--- src/include/bkhc_cfg.svh ---
// constants for the breakpoint trigger and halt control block
// assumes a single 25 MHz processor clock and a synchronous reset
`ifndef BKHC_CFG_SVH
`define BKHC_CFG_SVH

// register offsets (byte addresses, one word each)
`define BKHC_OFS_TRIG      8'h00
`define BKHC_OFS_ADDR_LO   8'h04
`define BKHC_OFS_ADDR_HI   8'h08
`define BKHC_OFS_PC_VAL    8'h0C
`define BKHC_OFS_PC_MASK   8'h10
`define BKHC_OFS_DATA_VAL  8'h14
`define BKHC_OFS_DATA_MASK 8'h18
`define BKHC_OFS_STATUS    8'h1C
`define BKHC_OFS_CTRL      8'h20
`define BKHC_OFS_PC_LOAD   8'h24

// trigger field positions inside one 16-bit level
`define BKHC_F_RESP_HI   15
`define BKHC_F_RESP_LO   14
`define BKHC_F_GLB_EN    13
`define BKHC_F_FULL      12
`define BKHC_F_LOW_HALF  11
`define BKHC_F_HIGH_HALF 10
`define BKHC_F_BYTE0     9
`define BKHC_F_BYTE1     8
`define BKHC_F_BYTE2     7
`define BKHC_F_BYTE3     6
`define BKHC_F_DINV      5
`define BKHC_F_A_OUT     4
`define BKHC_F_A_IN      3
`define BKHC_F_A_LOW     2
`define BKHC_F_PC_EN     1
`define BKHC_F_PC_INV    0

// status and control register fields
`define BKHC_ST_SRC_HI   27
`define BKHC_ST_SRC_LO   24
`define BKHC_CTL_UPERMIT 0
`define BKHC_CTL_SHADOW  1

// reset values
`define BKHC_RST_TRIG    32'h0000_0000
`define BKHC_RST_MASK    32'h0000_0000

// halt-source and processor-status codes
`define BKHC_SRC_NONE    4'h0
`define BKHC_SRC_FAULT   4'h1
`define BKHC_SRC_BRKPT   4'h2
`define BKHC_SRC_SUSPEND 4'h3
`define BKHC_SRC_PIN     4'h4
`define BKHC_SRC_SLEEP   4'h5
`define BKHC_PST_HALT    4'hF
`define BKHC_PST_RUN     4'h0

// timing counts after reset release
`define BKHC_RST_WAIT    5'd16
`define BKHC_RST_PINWIN  5'd8

`endif

--- src/include/bkhc_pkg.sv ---
// types for the breakpoint trigger and halt control block
// shared by the top module and its self-checking bench
package bkhc_pkg;

   // core state as seen by the halt controller
   typedef enum logic [2:0]
   {
      BKHC_RST_WAIT = 3'b000,
      BKHC_RUN      = 3'b001,
      BKHC_HALTED   = 3'b010,
      BKHC_SLEEP    = 3'b011,
      BKHC_RST_HALT = 3'b100
   } bkhc_state_t;

   // what the core does on leaving the halt
   typedef enum logic [1:0]
   {
      BKHC_GO_NEXT  = 2'b00,
      BKHC_GO_PC    = 2'b01,
      BKHC_GO_RESET = 2'b10
   } bkhc_go_t;

endpackage

--- src/core/bkhc_top.sv ---
// breakpoint trigger matching and halt control for the processor core
// assumes core strobes are on mclk; the breakpoint pin is asynchronous
`timescale 1ns/1ps
`default_nettype none
`include "bkhc_cfg.svh"

module bkhc_top
(
   input  wire logic        mclk,
   input  wire logic        srst,
   // register port
   input  wire logic [7:0]  reg_addr,
   input  wire logic [31:0] reg_wdata,
   input  wire logic        reg_wr,
   input  wire logic        reg_rd,
   output logic      [31:0] reg_rdata,
   // core observation
   input  wire logic [31:0] data_bus,
   input  wire logic [31:0] addr_bus,
   input  wire logic        acc_valid,
   input  wire logic [31:0] pc,
   input  wire logic        pc_valid,
   input  wire logic        sample_point,
   input  wire logic        fault_on_fault,
   input  wire logic        suspend_exec,
   input  wire logic        sleep_exec,
   input  wire logic        user_mode,
   input  wire logic        resume_command,
   input  wire logic        breakpoint_request_n,
   // outputs toward core and pins
   output logic             core_halted,
   output logic             core_stopped,
   output logic             priv_violation,
   output logic             debug_irq,
   output logic             trig_report,
   output logic             reset_exc_start,
   output logic             resume_pulse,
   output logic      [1:0]  resume_kind,
   output logic      [3:0]  processor_status_outputs,
   output logic      [3:0]  debug_data_outputs
);
   // registers
   logic [31:0] trigger_definition;
   logic [31:0] address_bound_low;
   logic [31:0] address_bound_high;
   logic [31:0] pc_breakpoint_value;
   logic [31:0] pc_breakpoint_mask;
   logic [31:0] data_breakpoint_value;
   logic [31:0] pc_load;
   logic        user_stop_permit;
   logic        shadow_debug_select;
   logic        pc_loaded;
   logic [3:0]  halt_src;
   logic        level1_done;
   logic        brk_pending;
   logic        pin_pending;
   logic [4:0]  rst_cnt;
   logic        pin_sync1;
   logic        pin_sync2;
   bkhc_pkg::bkhc_state_t state;
   bkhc_pkg::bkhc_state_t next_state;

   // pin passes two flops before any logic looks at it
   always_ff @(posedge mclk)
   begin
      pin_sync1 <= ~breakpoint_request_n;
      pin_sync2 <= pin_sync1;
   end
   wire pin_req = pin_sync2;

   // two trigger levels, lower half first level, upper half second
   wire hit1;
   wire hit2;
   bkhc_level u_lvl1
   (
      .cfg       (trigger_definition[15:0]),
      .data_bus  (data_bus),
      .data_val  (data_breakpoint_value),
      .addr_bus  (addr_bus),
      .addr_lo   (address_bound_low),
      .addr_hi   (address_bound_high),
      .pc        (pc),
      .pc_val    (pc_breakpoint_value),
      .pc_mask   (pc_breakpoint_mask),
      .acc_valid (acc_valid),
      .pc_valid  (pc_valid),
      .hit       (hit1)
   );
   bkhc_level u_lvl2
   (
      .cfg       (trigger_definition[31:16]),
      .data_bus  (data_bus),
      .data_val  (data_breakpoint_value),
      .addr_bus  (addr_bus),
      .addr_lo   (address_bound_low),
      .addr_hi   (address_bound_high),
      .pc        (pc),
      .pc_val    (pc_breakpoint_value),
      .pc_mask   (pc_breakpoint_mask),
      .acc_valid (acc_valid),
      .pc_valid  (pc_valid),
      .hit       (hit2)
   );

   // second level only counts once the first has fired; with level two
   // disabled the first level completes the trigger on its own
   wire lvl2_on  = trigger_definition[16 + `BKHC_F_GLB_EN];
   wire trig_l1  = hit1 & ~lvl2_on;
   wire trig_l2  = hit2 & level1_done;
   wire trig     = trig_l1 | trig_l2;
   wire [1:0] resp = trig_l2 ? trigger_definition[31:30]
                             : trigger_definition[15:14];
   wire trig_halt = trig & (resp == 2'b01);
   wire trig_irq  = trig & (resp == 2'b10);
   wire trig_wr   = reg_wr & (reg_addr == `BKHC_OFS_TRIG);

   // register decode
   wire sel_ctrl  = reg_wr & (reg_addr == `BKHC_OFS_CTRL);
   wire sel_pcld  = reg_wr & (reg_addr == `BKHC_OFS_PC_LOAD);
   wire halted_any = (state == bkhc_pkg::BKHC_HALTED)
                   | (state == bkhc_pkg::BKHC_RST_HALT);
   wire in_run    = state == bkhc_pkg::BKHC_RUN;

   // suspend in user mode needs permission, else privilege fault
   wire susp_ok   = suspend_exec & in_run & (~user_mode | user_stop_permit);
   wire susp_bad  = suspend_exec & in_run & user_mode & ~user_stop_permit;
   wire fof       = fault_on_fault & in_run;
   wire brk_take  = (brk_pending | trig_halt) & sample_point & in_run;
   wire pin_take  = (pin_pending | pin_req) & sample_point & in_run;
   wire pin_early = (state == bkhc_pkg::BKHC_RST_WAIT)
                  & (rst_cnt < `BKHC_RST_PINWIN) & pin_req;
   wire pin_sleep = (state == bkhc_pkg::BKHC_SLEEP) & pin_req;

   // highest-priority cause of this halt
   wire [3:0] next_src = fof       ? `BKHC_SRC_FAULT
                       : brk_take  ? `BKHC_SRC_BRKPT
                       : susp_ok   ? `BKHC_SRC_SUSPEND
                       : pin_sleep ? `BKHC_SRC_SLEEP
                       : (pin_take | pin_early) ? `BKHC_SRC_PIN
                       : halt_src;
   wire halt_now = fof | brk_take | susp_ok | pin_take;

   // next core state
   always_comb
   begin
      next_state = state;
      unique case (state)
         bkhc_pkg::BKHC_RST_WAIT:
         begin
            if (pin_early)
               next_state = bkhc_pkg::BKHC_RST_HALT;
            else if (rst_cnt == `BKHC_RST_WAIT - 5'd1)
               next_state = bkhc_pkg::BKHC_RUN;
         end
         bkhc_pkg::BKHC_RUN:
         begin
            if (halt_now)
               next_state = bkhc_pkg::BKHC_HALTED;
            else if (sleep_exec)
               next_state = bkhc_pkg::BKHC_SLEEP;
         end
         bkhc_pkg::BKHC_SLEEP:
            if (pin_sleep)
               next_state = bkhc_pkg::BKHC_HALTED;
         bkhc_pkg::BKHC_HALTED:
            if (resume_command)
               next_state = bkhc_pkg::BKHC_RUN;
         bkhc_pkg::BKHC_RST_HALT:
            if (resume_command)
               next_state = bkhc_pkg::BKHC_RUN;
         default:
            next_state = bkhc_pkg::BKHC_RST_WAIT;
      endcase
   end

   // state, reset counter and pending flags; an event served at its take edge does not pend again
   always_ff @(posedge mclk)
   begin
      if (srst)
      begin
         state       <= bkhc_pkg::BKHC_RST_WAIT;
         rst_cnt     <= 5'd0;
         brk_pending <= 1'b0;
         pin_pending <= 1'b0;
         level1_done <= 1'b0;
         halt_src    <= `BKHC_SRC_NONE;
      end
      else
      begin
         state       <= next_state;
         rst_cnt     <= (state == bkhc_pkg::BKHC_RST_WAIT) ? rst_cnt + 5'd1 : rst_cnt;
         brk_pending <= (trig_halt | brk_pending) & ~brk_take;
         pin_pending <= ((pin_req & in_run) | pin_pending) & ~pin_take;
         level1_done <= (hit1 & lvl2_on) | (level1_done & ~trig_l2 & ~trig_wr);
         halt_src    <= next_src;
      end
   end

   // software-written registers
   always_ff @(posedge mclk)
   begin
      if (srst)
      begin
         trigger_definition    <= `BKHC_RST_TRIG;
         address_bound_low     <= `BKHC_RST_MASK;
         address_bound_high    <= `BKHC_RST_MASK;
         pc_breakpoint_value   <= `BKHC_RST_MASK;
         pc_breakpoint_mask    <= `BKHC_RST_MASK;
         data_breakpoint_value <= `BKHC_RST_MASK;
      end
      else if (reg_wr)
      begin
         unique case (reg_addr)
            `BKHC_OFS_TRIG:     trigger_definition    <= reg_wdata;
            `BKHC_OFS_ADDR_LO:  address_bound_low     <= reg_wdata;
            `BKHC_OFS_ADDR_HI:  address_bound_high    <= reg_wdata;
            `BKHC_OFS_PC_VAL:   pc_breakpoint_value   <= reg_wdata;
            `BKHC_OFS_PC_MASK:  pc_breakpoint_mask    <= reg_wdata;
            `BKHC_OFS_DATA_VAL: data_breakpoint_value <= reg_wdata;
            default:            ;
         endcase
      end
   end

   // control bits and the program counter loaded while halted
   always_ff @(posedge mclk)
   begin
      if (srst)
      begin
         user_stop_permit    <= 1'b0;
         shadow_debug_select <= 1'b0;
         pc_load             <= 32'h0000_0000;
         pc_loaded           <= 1'b0;
      end
      else
      begin
         if (sel_ctrl)
            user_stop_permit <= reg_wdata[`BKHC_CTL_UPERMIT];
         if (sel_ctrl & (state == bkhc_pkg::BKHC_RST_HALT))
            shadow_debug_select <= reg_wdata[`BKHC_CTL_SHADOW];
         if (sel_pcld & halted_any)
            pc_load <= reg_wdata;
         pc_loaded <= (sel_pcld & halted_any) | (pc_loaded & ~resume_command);
      end
   end

   // read mux; unmapped addresses read zero
   logic [31:0] rd_mux;
   always_comb
   begin
      unique case (reg_addr)
         `BKHC_OFS_TRIG:      rd_mux = trigger_definition;
         `BKHC_OFS_ADDR_LO:   rd_mux = address_bound_low;
         `BKHC_OFS_ADDR_HI:   rd_mux = address_bound_high;
         `BKHC_OFS_PC_VAL:    rd_mux = pc_breakpoint_value;
         `BKHC_OFS_PC_MASK:   rd_mux = pc_breakpoint_mask;
         `BKHC_OFS_DATA_VAL:  rd_mux = data_breakpoint_value;
         `BKHC_OFS_STATUS:    rd_mux = {4'h0, halt_src, 20'h0_0000, state, 1'b0};
         `BKHC_OFS_CTRL:      rd_mux = {30'h0, shadow_debug_select, user_stop_permit};
         `BKHC_OFS_PC_LOAD:   rd_mux = pc_load;
         default:             rd_mux = 32'h0000_0000;
      endcase
   end

   // resume kind: after reset halt jump to loaded pc or run reset handling
   wire [1:0] go_kind = (state != bkhc_pkg::BKHC_RST_HALT) ? bkhc_pkg::BKHC_GO_NEXT
                      : pc_loaded ? bkhc_pkg::BKHC_GO_PC
                      : bkhc_pkg::BKHC_GO_RESET;
   wire going   = halted_any & resume_command;
   wire rst_go  = ((state == bkhc_pkg::BKHC_RST_WAIT)
                  & (next_state == bkhc_pkg::BKHC_RUN))
                | (going & ~pc_loaded & (state == bkhc_pkg::BKHC_RST_HALT));

   // registered outputs
   always_ff @(posedge mclk)
   begin
      if (srst)
      begin
         reg_rdata                <= 32'h0000_0000;
         core_halted              <= 1'b0;
         core_stopped             <= 1'b0;
         priv_violation           <= 1'b0;
         debug_irq                <= 1'b0;
         trig_report              <= 1'b0;
         reset_exc_start          <= 1'b0;
         resume_pulse             <= 1'b0;
         resume_kind              <= bkhc_pkg::BKHC_GO_NEXT;
         processor_status_outputs <= `BKHC_PST_RUN;
         debug_data_outputs       <= 4'h0;
      end
      else
      begin
         reg_rdata       <= reg_rd ? rd_mux : 32'h0000_0000;
         core_halted     <= (next_state == bkhc_pkg::BKHC_HALTED)
                          | (next_state == bkhc_pkg::BKHC_RST_HALT);
         core_stopped    <= next_state == bkhc_pkg::BKHC_SLEEP;
         priv_violation  <= susp_bad;
         debug_irq       <= trig_irq;
         trig_report     <= trig;
         reset_exc_start <= rst_go;
         resume_pulse    <= going;
         resume_kind     <= going ? go_kind : resume_kind;
         processor_status_outputs <= ((next_state == bkhc_pkg::BKHC_HALTED)
                                    | (next_state == bkhc_pkg::BKHC_RST_HALT))
                                    ? `BKHC_PST_HALT : `BKHC_PST_RUN;
         debug_data_outputs <= trig ? {trig_l2, trig_l1, resp} : 4'h0;
      end
   end

endmodule // bkhc_top
`default_nettype wire

--- src/core/bkhc_level.sv ---
// one trigger level: data, address and pc conditions from a 16-bit field
// assumes bus values arrive on the same clock, already qualified by valid
`timescale 1ns/1ps
`default_nettype none
`include "bkhc_cfg.svh"

module bkhc_level
(
   input  wire logic [15:0] cfg,
   input  wire logic [31:0] data_bus,
   input  wire logic [31:0] data_val,
   input  wire logic [31:0] addr_bus,
   input  wire logic [31:0] addr_lo,
   input  wire logic [31:0] addr_hi,
   input  wire logic [31:0] pc,
   input  wire logic [31:0] pc_val,
   input  wire logic [31:0] pc_mask,
   input  wire logic        acc_valid,
   input  wire logic        pc_valid,
   output logic             hit
);
   // per-lane equality; lane 0 is the lowest byte of the low half
   wire [3:0] lane_eq;
   genvar i;
   generate
      for (i = 0; i < 4; i++)
      begin : g_lane
         assign lane_eq[i] = data_bus[8*i +: 8] == data_val[8*i +: 8];
      end
   endgenerate

   wire [6:0] lane_en  = cfg[`BKHC_F_FULL:`BKHC_F_BYTE3];
   wire       data_on  = |lane_en;
   wire       dinv     = cfg[`BKHC_F_DINV];
   wire       m_full   = cfg[`BKHC_F_FULL] & ((&lane_eq) ^ dinv);
   wire       m_lowh   = cfg[`BKHC_F_LOW_HALF] & ((&lane_eq[1:0]) ^ dinv);
   wire       m_highh  = cfg[`BKHC_F_HIGH_HALF] & ((&lane_eq[3:2]) ^ dinv);
   wire       m_b0     = cfg[`BKHC_F_BYTE0] & (lane_eq[0] ^ dinv);
   wire       m_b1     = cfg[`BKHC_F_BYTE1] & (lane_eq[1] ^ dinv);
   wire       m_b2     = cfg[`BKHC_F_BYTE2] & (lane_eq[2] ^ dinv);
   wire       m_b3     = cfg[`BKHC_F_BYTE3] & (lane_eq[3] ^ dinv);
   wire       data_ok  = m_full | m_lowh | m_highh | m_b0 | m_b1 | m_b2 | m_b3;

   // address conditions; inclusive bounds
   wire       in_rng   = (addr_bus >= addr_lo) && (addr_bus <= addr_hi);
   wire [2:0] aen      = cfg[`BKHC_F_A_OUT:`BKHC_F_A_LOW];
   wire       addr_on  = |aen;
   wire       addr_ok  = (aen[2] & ~in_rng)
                       | (aen[1] & in_rng)
                       | (aen[0] & (addr_bus == addr_lo));

   // pc region: set mask bits ignore the matching value bits
   wire       pc_in    = ((pc ^ pc_val) & ~pc_mask) == 32'h0000_0000;
   wire       pc_on    = cfg[`BKHC_F_PC_EN];
   wire       pc_ok    = pc_in ^ cfg[`BKHC_F_PC_INV];

   // enabled conditions must all hold; at least one must be enabled
   wire       any_on   = data_on | addr_on | pc_on;
   wire       acc_part = (~data_on | data_ok) & (~addr_on | addr_ok);
   wire       acc_need = data_on | addr_on;
   assign hit = cfg[`BKHC_F_GLB_EN] & any_on
              & (~acc_need | (acc_valid & acc_part))
              & (~pc_on | (pc_valid & pc_ok));

endmodule // bkhc_level
`default_nettype wire

--- config.mk ---
export PLATFORM = sky130hd
export DESIGN_NAME = bkhc_top
export DESIGN_NICKNAME = d
export VERILOG_FILES = /design/src/include/bkhc_pkg.sv /design/src/core/bkhc_top.sv /design/src/core/bkhc_level.sv
export VERILOG_INCLUDE_DIRS = /design/src /design/src/include
export SDC_FILE = /design/constraint.sdc
export NUM_CORES = 1
export LEC_CHECK = 0
export CELL_PAD_IN_SITES_DETAIL_PLACEMENT = 0
export CELL_PAD_IN_SITES_GLOBAL_PLACEMENT = 1
export CORE_MARGIN = 3
export CORE_UTILIZATION = 35
export DETAILED_ROUTE_END_ITERATION = 10
export DONT_BUFFER_PORTS = 1
export PLACE_DENSITY = 0.74
export SLEW_MARGIN = 15
export SYNTH_ARGS = -nofsm -noshare
export SYNTH_HDL_FRONTEND = slang
export SYNTH_SLANG_ARGS = --single-unit
--- constraint.sdc ---
create_clock -name mclk -period 4.1 [get_ports mclk]
set_input_delay 0.615 -clock mclk [delete_from_list [all_inputs] [get_ports mclk]]
set_output_delay 0.615 -clock mclk [all_outputs]
set_load 0.05 [all_outputs]
## After elaboration in Yosys (flattened, before gate mapping)

Index checks and enable logic that the tools add are counted.

- Add/subtract/negate cells: 1
- Magnitude comparators: 3
- Equality and inequality tests: 25
- Multiplexer cells: 17
- Bitwise operators: 146
- Reduce and logical (&&, ||, !) cells: 25

Operator list:

| kind | count |
|---|---|
| $pmux W32 S9 | 1 |
| $and A1 B1 Y1 | 64 |
| $or A1 B1 Y1 | 42 |
| $and A32 B32 Y32 | 1 |
| $eq A32 B32 Y1 | 1 |
| $eq A8 B8 Y1 | 4 |
| $ge A32 B32 Y1 | 1 |
| $le A32 B32 Y1 | 1 |
| $logic_not A32 Y1 | 1 |
| $not A32 Y32 | 1 |
| $xor A32 B32 Y32 | 1 |
| $eq A8 B5 Y1 const B | 3 |
| $mux W3 | 8 |
| $not A1 Y1 | 21 |
| $eq A8 B4 Y1 const B | 2 |
| $eq A8 B6 Y1 const B | 2 |
| $reduce_and A2 Y1 | 8 |
| $xor A1 B1 Y1 | 16 |
| $reduce_or A7 Y1 | 2 |
| $eq A3 B2 Y1 const B | 4 |
| $pmux W3 S4 | 1 |
| $mux W2 | 5 |
| $eq A8 B3 Y1 const B | 1 |
| $logic_not A8 Y1 | 1 |
| 19 further kinds | 25 |

- Bits in registers: 292
- Output and inout port bits: 49
- Word-level logic and storage cells: 248

## Depth between registers and ports, before layout

- Depth in word-level cells: 31
- Mapped depth: 14
- Gate-level depth less buffers: 14

## Hierarchy

A second synthesis with hierarchy kept.

- Cells, all modules: 2,213
- Area total of the unflattened synthesis: 17,377.9 µm²

Modules (own cells, without submodules):

| module | instances | cells each | area an instance (µm²) |
|---|---|---|---|
| bkhc_top | 1 | 1,499 | 12,145.4 |
| bkhc_level | 2 | 357 | 2,616.3 |

## Least setup slack after synthesis

OpenSTA, ideal clock, no wires.

- Path kind: input to register
- From: input addr_bus[29]
- To: register halt_src[0]
- Library setup time: 0.117 ns
- Arrival: 3.522 ns
- Required time: 3.983 ns
- Slack: 0.461 ns
- Stages: 13
- Buffers on the path: 0
- Path through: ha_1 nand4_1 or4_4 nor4_4 a211o_2 a2111oi_2 or2_1 a311oi_2 o2111ai_2 o2bb2ai_2 a21oi_2 or3_1 a22o_1

- Cells in the longest elaborated chain, start to end: 21
- Elaborated cells on any way between the ends: 39
- Those cells by class: 2 x order compare; 2 x eq/ne; 3 x mux; 30 x bitwise; 2 x reduce/logical

RTL lines:

| element | RTL line | RTL |
|---|---|---|
| start: declaration | bkhc_top.sv:19 | `input wire logic [31:0] addr_bus,` |
| $ge A32 B32 Y1 or $le A32 B32 Y1 (tied branches) | bkhc_level.sv:45 | `wire in_rng = (addr_bus >= addr_lo) && (addr_bus <= addr_hi);` |
| $logic_and A1 B1 Y1 | bkhc_level.sv:45 |  |
| $not A1 Y1 | bkhc_level.sv:48 | `wire addr_ok = (aen[2] & ~in_rng)` |
| $and A1 B1 Y1 | bkhc_level.sv:48 |  |
| $or A1 B1 Y1 | bkhc_level.sv:49 | `\| (aen[1] & in_rng)` |
| $or A1 B1 Y1 | bkhc_level.sv:50 | `\| (aen[0] & (addr_bus == addr_lo));` |
| $or A1 B1 Y1 | bkhc_level.sv:59 | `wire acc_part = (~data_on \| data_ok) & (~addr_on \| addr_ok);` |
| $and A1 B1 Y1 | bkhc_level.sv:59 |  |
| [... 4 more ...] | -- |  |
| $and A1 B1 Y1 | bkhc_top.sv:109 | `wire trig_l2 = hit2 & level1_done;` |
| $mux W2 | bkhc_top.sv:111 | `wire [1:0] resp = trig_l2 ? trigger_definition[31:30]` |
| $eq A2 B1 Y1 | bkhc_top.sv:113 | `wire trig_halt = trig & (resp == 2'b01);` |
| $and A1 B1 Y1 * | bkhc_top.sv:113 |  |
| $or A1 B1 Y1 * | bkhc_top.sv:128 | `wire brk_take = (brk_pending \| trig_halt) & sample_point & in_run;` |
| $and A1 B1 Y1 * (2 in a row) | bkhc_top.sv:128 |  |
| $mux W2 | bkhc_top.sv:136 | `` : brk_take ? `BKHC_SRC_BRKPT `` |
| $mux W1 | bkhc_top.sv:135 | `` wire [3:0] next_src = fof ? `BKHC_SRC_FAULT `` |
| end signal: assignment | bkhc_top.sv:186 | `` halt_src <= `BKHC_SRC_NONE; `` |
| end signal: assignment | bkhc_top.sv:195 | `halt_src <= next_src;` |
| end: declaration | bkhc_top.sv:53 | `logic [3:0] halt_src;` |

Mark *: on every way between the ends. The rest lies on a longest branch, timed or not.
A chain may end at the register's enable or synchronous reset.

## Worst setup path in the final report

- From: register address_bound_high[30]
- To: register halt_src[0]

- Cells in the longest elaborated chain, start to end: 21
- Elaborated cells on any way between the ends: 35
- Those cells by class: 1 x order compare; 1 x eq/ne; 3 x mux; 28 x bitwise; 2 x reduce/logical

RTL lines:

| element | RTL line | RTL |
|---|---|---|
| start: declaration | bkhc_top.sv:45 | `logic [31:0] address_bound_high;` |
| start signal: assignment | bkhc_top.sv:206 | `` address_bound_high <= `BKHC_RST_MASK; `` |
| start signal: assignment | bkhc_top.sv:216 | `` `BKHC_OFS_ADDR_HI: address_bound_high <= reg_wdata; `` |
| $le A32 B32 Y1 * | bkhc_level.sv:45 |  |
| $logic_and A1 B1 Y1 * | bkhc_level.sv:45 |  |
| $not A1 Y1 | bkhc_level.sv:48 |  |
| $and A1 B1 Y1 | bkhc_level.sv:48 |  |
| $or A1 B1 Y1 | bkhc_level.sv:49 |  |
| $or A1 B1 Y1 | bkhc_level.sv:50 |  |
| $or A1 B1 Y1 | bkhc_level.sv:59 |  |
| $and A1 B1 Y1 | bkhc_level.sv:59 |  |
| [... 4 more ...] | -- |  |
| $and A1 B1 Y1 | bkhc_top.sv:109 |  |
| $mux W2 | bkhc_top.sv:111 |  |
| $eq A2 B1 Y1 | bkhc_top.sv:113 |  |
| $and A1 B1 Y1 * | bkhc_top.sv:113 |  |
| $or A1 B1 Y1 * | bkhc_top.sv:128 |  |
| $and A1 B1 Y1 * (2 in a row) | bkhc_top.sv:128 |  |
| $mux W2 | bkhc_top.sv:136 |  |
| $mux W1 | bkhc_top.sv:135 |  |

Marked as above.

==> metrics <==
run status=completed; Final WS setup=238.4 ps; Clock Skews=21.94 ps; CP top delay family=simple AND/OR/NAND/NOR gates; boundary pin count=198; element type at the critical path end=register; busiest grt layer=met2; P_leak=4.833 nW; reg2reg start=address_bound_high[30]; Clock Latency Late Sink=530 ps; register area share after synthesis=41.63%; Worst Hold End=pin_sync1; number of synthesized flops with an enable pin=0; Worst path depth=14; CP max FO=5; FF+latch count, synth=288; flip-flop and latch area=0.005767 mm²; met1 Usage GRT=33.78%; Period minus WS final=3862 ps; Site Rows=72; CP cell instances=inv_1, ha_1, nand4_1, or3_1, nor4_1, nand2_1, a22o_1, or2_1, a311oi_2, o2111ai_2, o2bb2ai_2, a21oi_2, or3_1, a22o_1; worst min-delay path startpoint=breakpoint_request_n; Vias/cell=5.679; Clock Sinks=288; Max VDD drop=0.2867 mV; Max Freq=259.0 MHz; CTS max path bufs=3; initial antenna violation count=0; WL final=54.19 mm; Buf+Inv Stages, Crit Path=1; CTS tree=done; Yosys cell types=67; Port Buffers=0; Core ar.=0.03883 mm²; kind of critical path=register to register; Pwr per Cell Area=395.7 mW/mm²; largest net degree at the start of global routing=257; CTS H-tree depth=2; worst flop-to-flop path endpoint=halt_src[0]; clock-pin slew on the worst setup and hold paths=50 ps; design area=0.01551 mm²; Slew HR=38.70%; final hold violation count=0; global route overflow=0; Hold WC Path Type=input port to register; first-pass GRT wire length=80.37 mm; WHS Path Cells=1; top cells by area, synth=dfxtp_1 42%, nand2_1 14%, a21oi_1 9.5%, ha_1 6.0%, a22oi_1 4.1%; share of layout cells above drive strength 1=6.791%; post-synth top area share=41.63%; CP peak stage delay=500 ps; critical path launch point type=register; Mean Syn Cell Area=7.784 µm²; die height=204.9 µm; most common library cells after synthesis=506 x nand2_1, 288 x dfxtp_1, 263 x a21oi_1; DP HPWL=37.71 mm; most common cell in the netlist=nand2_1; Worst Max-Slew Pin Slew=912.5 ps; initial DRC count=1,570; WP data arrival=4260 ps; Cells after DPL=2,221; M2 GR Usage=40.86%; net count after synthesis=1,994; number of max-cap violations=0; vias in the first global route=12,500; largest area contributor in the netlist=dfxtp_1; Yosys Warn Count=0; cts hold-fix bufs=0; Post-Place Cell Area=0.01436 mm²; net count reported at finish=1,959; RSZ-0062 raised after global routing=false; Async SR Flop Fraction=0%; Post-Synthesis Cells=1,779; Place WS=-60.94 ps; area of the multi-input gates=0.007397 mm²; number of antenna diodes=0; fraction of the cycle the final worst path needs=94.18%; # setup viols final=0; Non-Filler Instances=2,285; Routed Antenna Nets=0; Overall Power=6.139 mW; Pre-antenna DRT Iters=6; wire per inst=23.72 µm; Initial Utilization=35.67%; All-Layer GR Usage=25.20%; gpl congestion=0.9171; via count=12,980; cell depth of the worst flop-to-flop path=14; Layout area overhead=12.03%; crit path max-delay cell type=or3_1; r2r setup slk=240 ps; met3 Use GR=6.388%; root buf cell=clkbuf_16; WP data required=4500 ps; Critical Path Start=address_bound_high[30]; ys flop type=dfxtp_1; CTS Buf Count=35; Slew Limit Fails=0; Die Wd=204.9 µm; cell area after synthesis=0.01385 mm²; DIE AREA=0.04199 mm²; Fillers=3,945; DRC viols=0
-- layout make-up --
type / count / share of cell area [%]
clock inverters: 7 / 0.2581
repair buffers: 42 / 2.032
inverters: 75 / 1.815
well taps: 518 / 4.177
clock buffers: 53 / 6.871
multi-input cells: 1302 / 47.68
flip-flops and latches: 288 / 37.17
-- registers in the layout, indices dropped and copies added (netlist names), 2 cells and up --
register               count
pc_breakpoint_mask        32
data_breakpoint_value     32
reg_rdata                 32
pc_load                   32
halt_src                   3
resume_kind                2
rst_cnt                    5
address_bound_high        32
address_bound_low         32
debug_data_outputs         4
trigger_definition        32
state                      3
pc_breakpoint_value       32
-- repair_timing --
item / 4_1_cts / 5_1_grt
endpoints found under the hold margin: 0 / 0
setup endpoints to repair: 0 / 6
buffers inserted: 0 / 4
gates resized for setup: 0 / 3
-- cell usage in the layout, fill, tap and decap left out, types with 3 or more instances in the layout --
cell type | Yosys | final
a21oi_1 | 263 | 263
nand2_1 | 506 | 506
and2_1 | 10 | 11
a31oi_1 | 29 | 29
o211ai_1 | 3 | 3
nand3_1 | 15 | 15
xnor2_1 | 52 | 52
dfxtp_1 | 288 | 287
nand2b_1 | 8 | 8
a221oi_1 | 6 | 5
clkbuf_1 | 108 | 8
a2111oi_2 | 2 | 3
a21boi_0 | 3 | 3
a22o_1 | 4 | 4
clkinv_2 | 0 | 5
ha_1 | 66 | 66
xor2_1 | 19 | 19
and3_1 | 4 | 4
clkbuf_16 | 0 | 37
clkbuf_8 | 0 | 8
a21o_1 | 4 | 4
nor2_1 | 58 | 52
nor3_1 | 15 | 14
a41oi_1 | 7 | 7
nand4_1 | 22 | 22
nor2_2 | 0 | 5
nor2b_1 | 6 | 6
buf_4 | 4 | 42
o22ai_1 | 17 | 17
a211oi_1 | 5 | 5
o21ai_0 | 20 | 20
inv_1 | 75 | 75
a22oi_1 | 76 | 76
nor4_1 | 12 | 12
mux2i_1 | 4 | 4
a222oi_1 | 26 | 26
-- worst max-delay path by stage --
stage | endpoint | slack [ps]
4_1_cts | halt_src[0] | 110
2_1_floorplan | halt_src[0] | 460
3_5_place_dp | halt_src[0] | -60
3_3_place_gp | halt_src[0] | 60
6_report | halt_src[0] | 240
5_1_grt | halt_src[0] | 0.09
-- routing by layer --
metal  wire, µm  up-vias
met5          0        -
met4       1120        0
met2      24730      561
li1           -     6104
met3       5250       76
met1      23090     6235
-- kinds of logic after synthesis --
group	count (synthesis)	synth area share [%]
adder cells (fa/ha/maj)	66	5.963
AO/OA/AOI/OAI	487	22.07
buffers and inverters	189	5.240
AND/OR/NAND/NOR	673	20.23
XOR/XNOR	71	4.490
multiplexers	5	0.3704
flip-flops	288	41.63
-- report_power, final --
part           switching (mW)  leakage (nW)  internal [mW]
Combinational           0.148          1.97          0.110
Clock                    1.23         0.543           1.79
Sequential             0.0440          2.32           2.82
-- metrics by stage --
| step | setup TNS, ps | utilization [%] | hold slack [ps] |
|---|---|---|---|
| CTS | 0 | 39.84 | 140.3 |
| floorplan | 0 | - | 309.6 |
| global placement | 0 | 36.99 | 320.2 |
| finish | 0 | 39.96 | 166.0 |
| detailed placement | -112.9 | 36.99 | 328.9 |
| global route | 0 | 39.96 | 151.1 |
(Power assumes the default switching activity.)
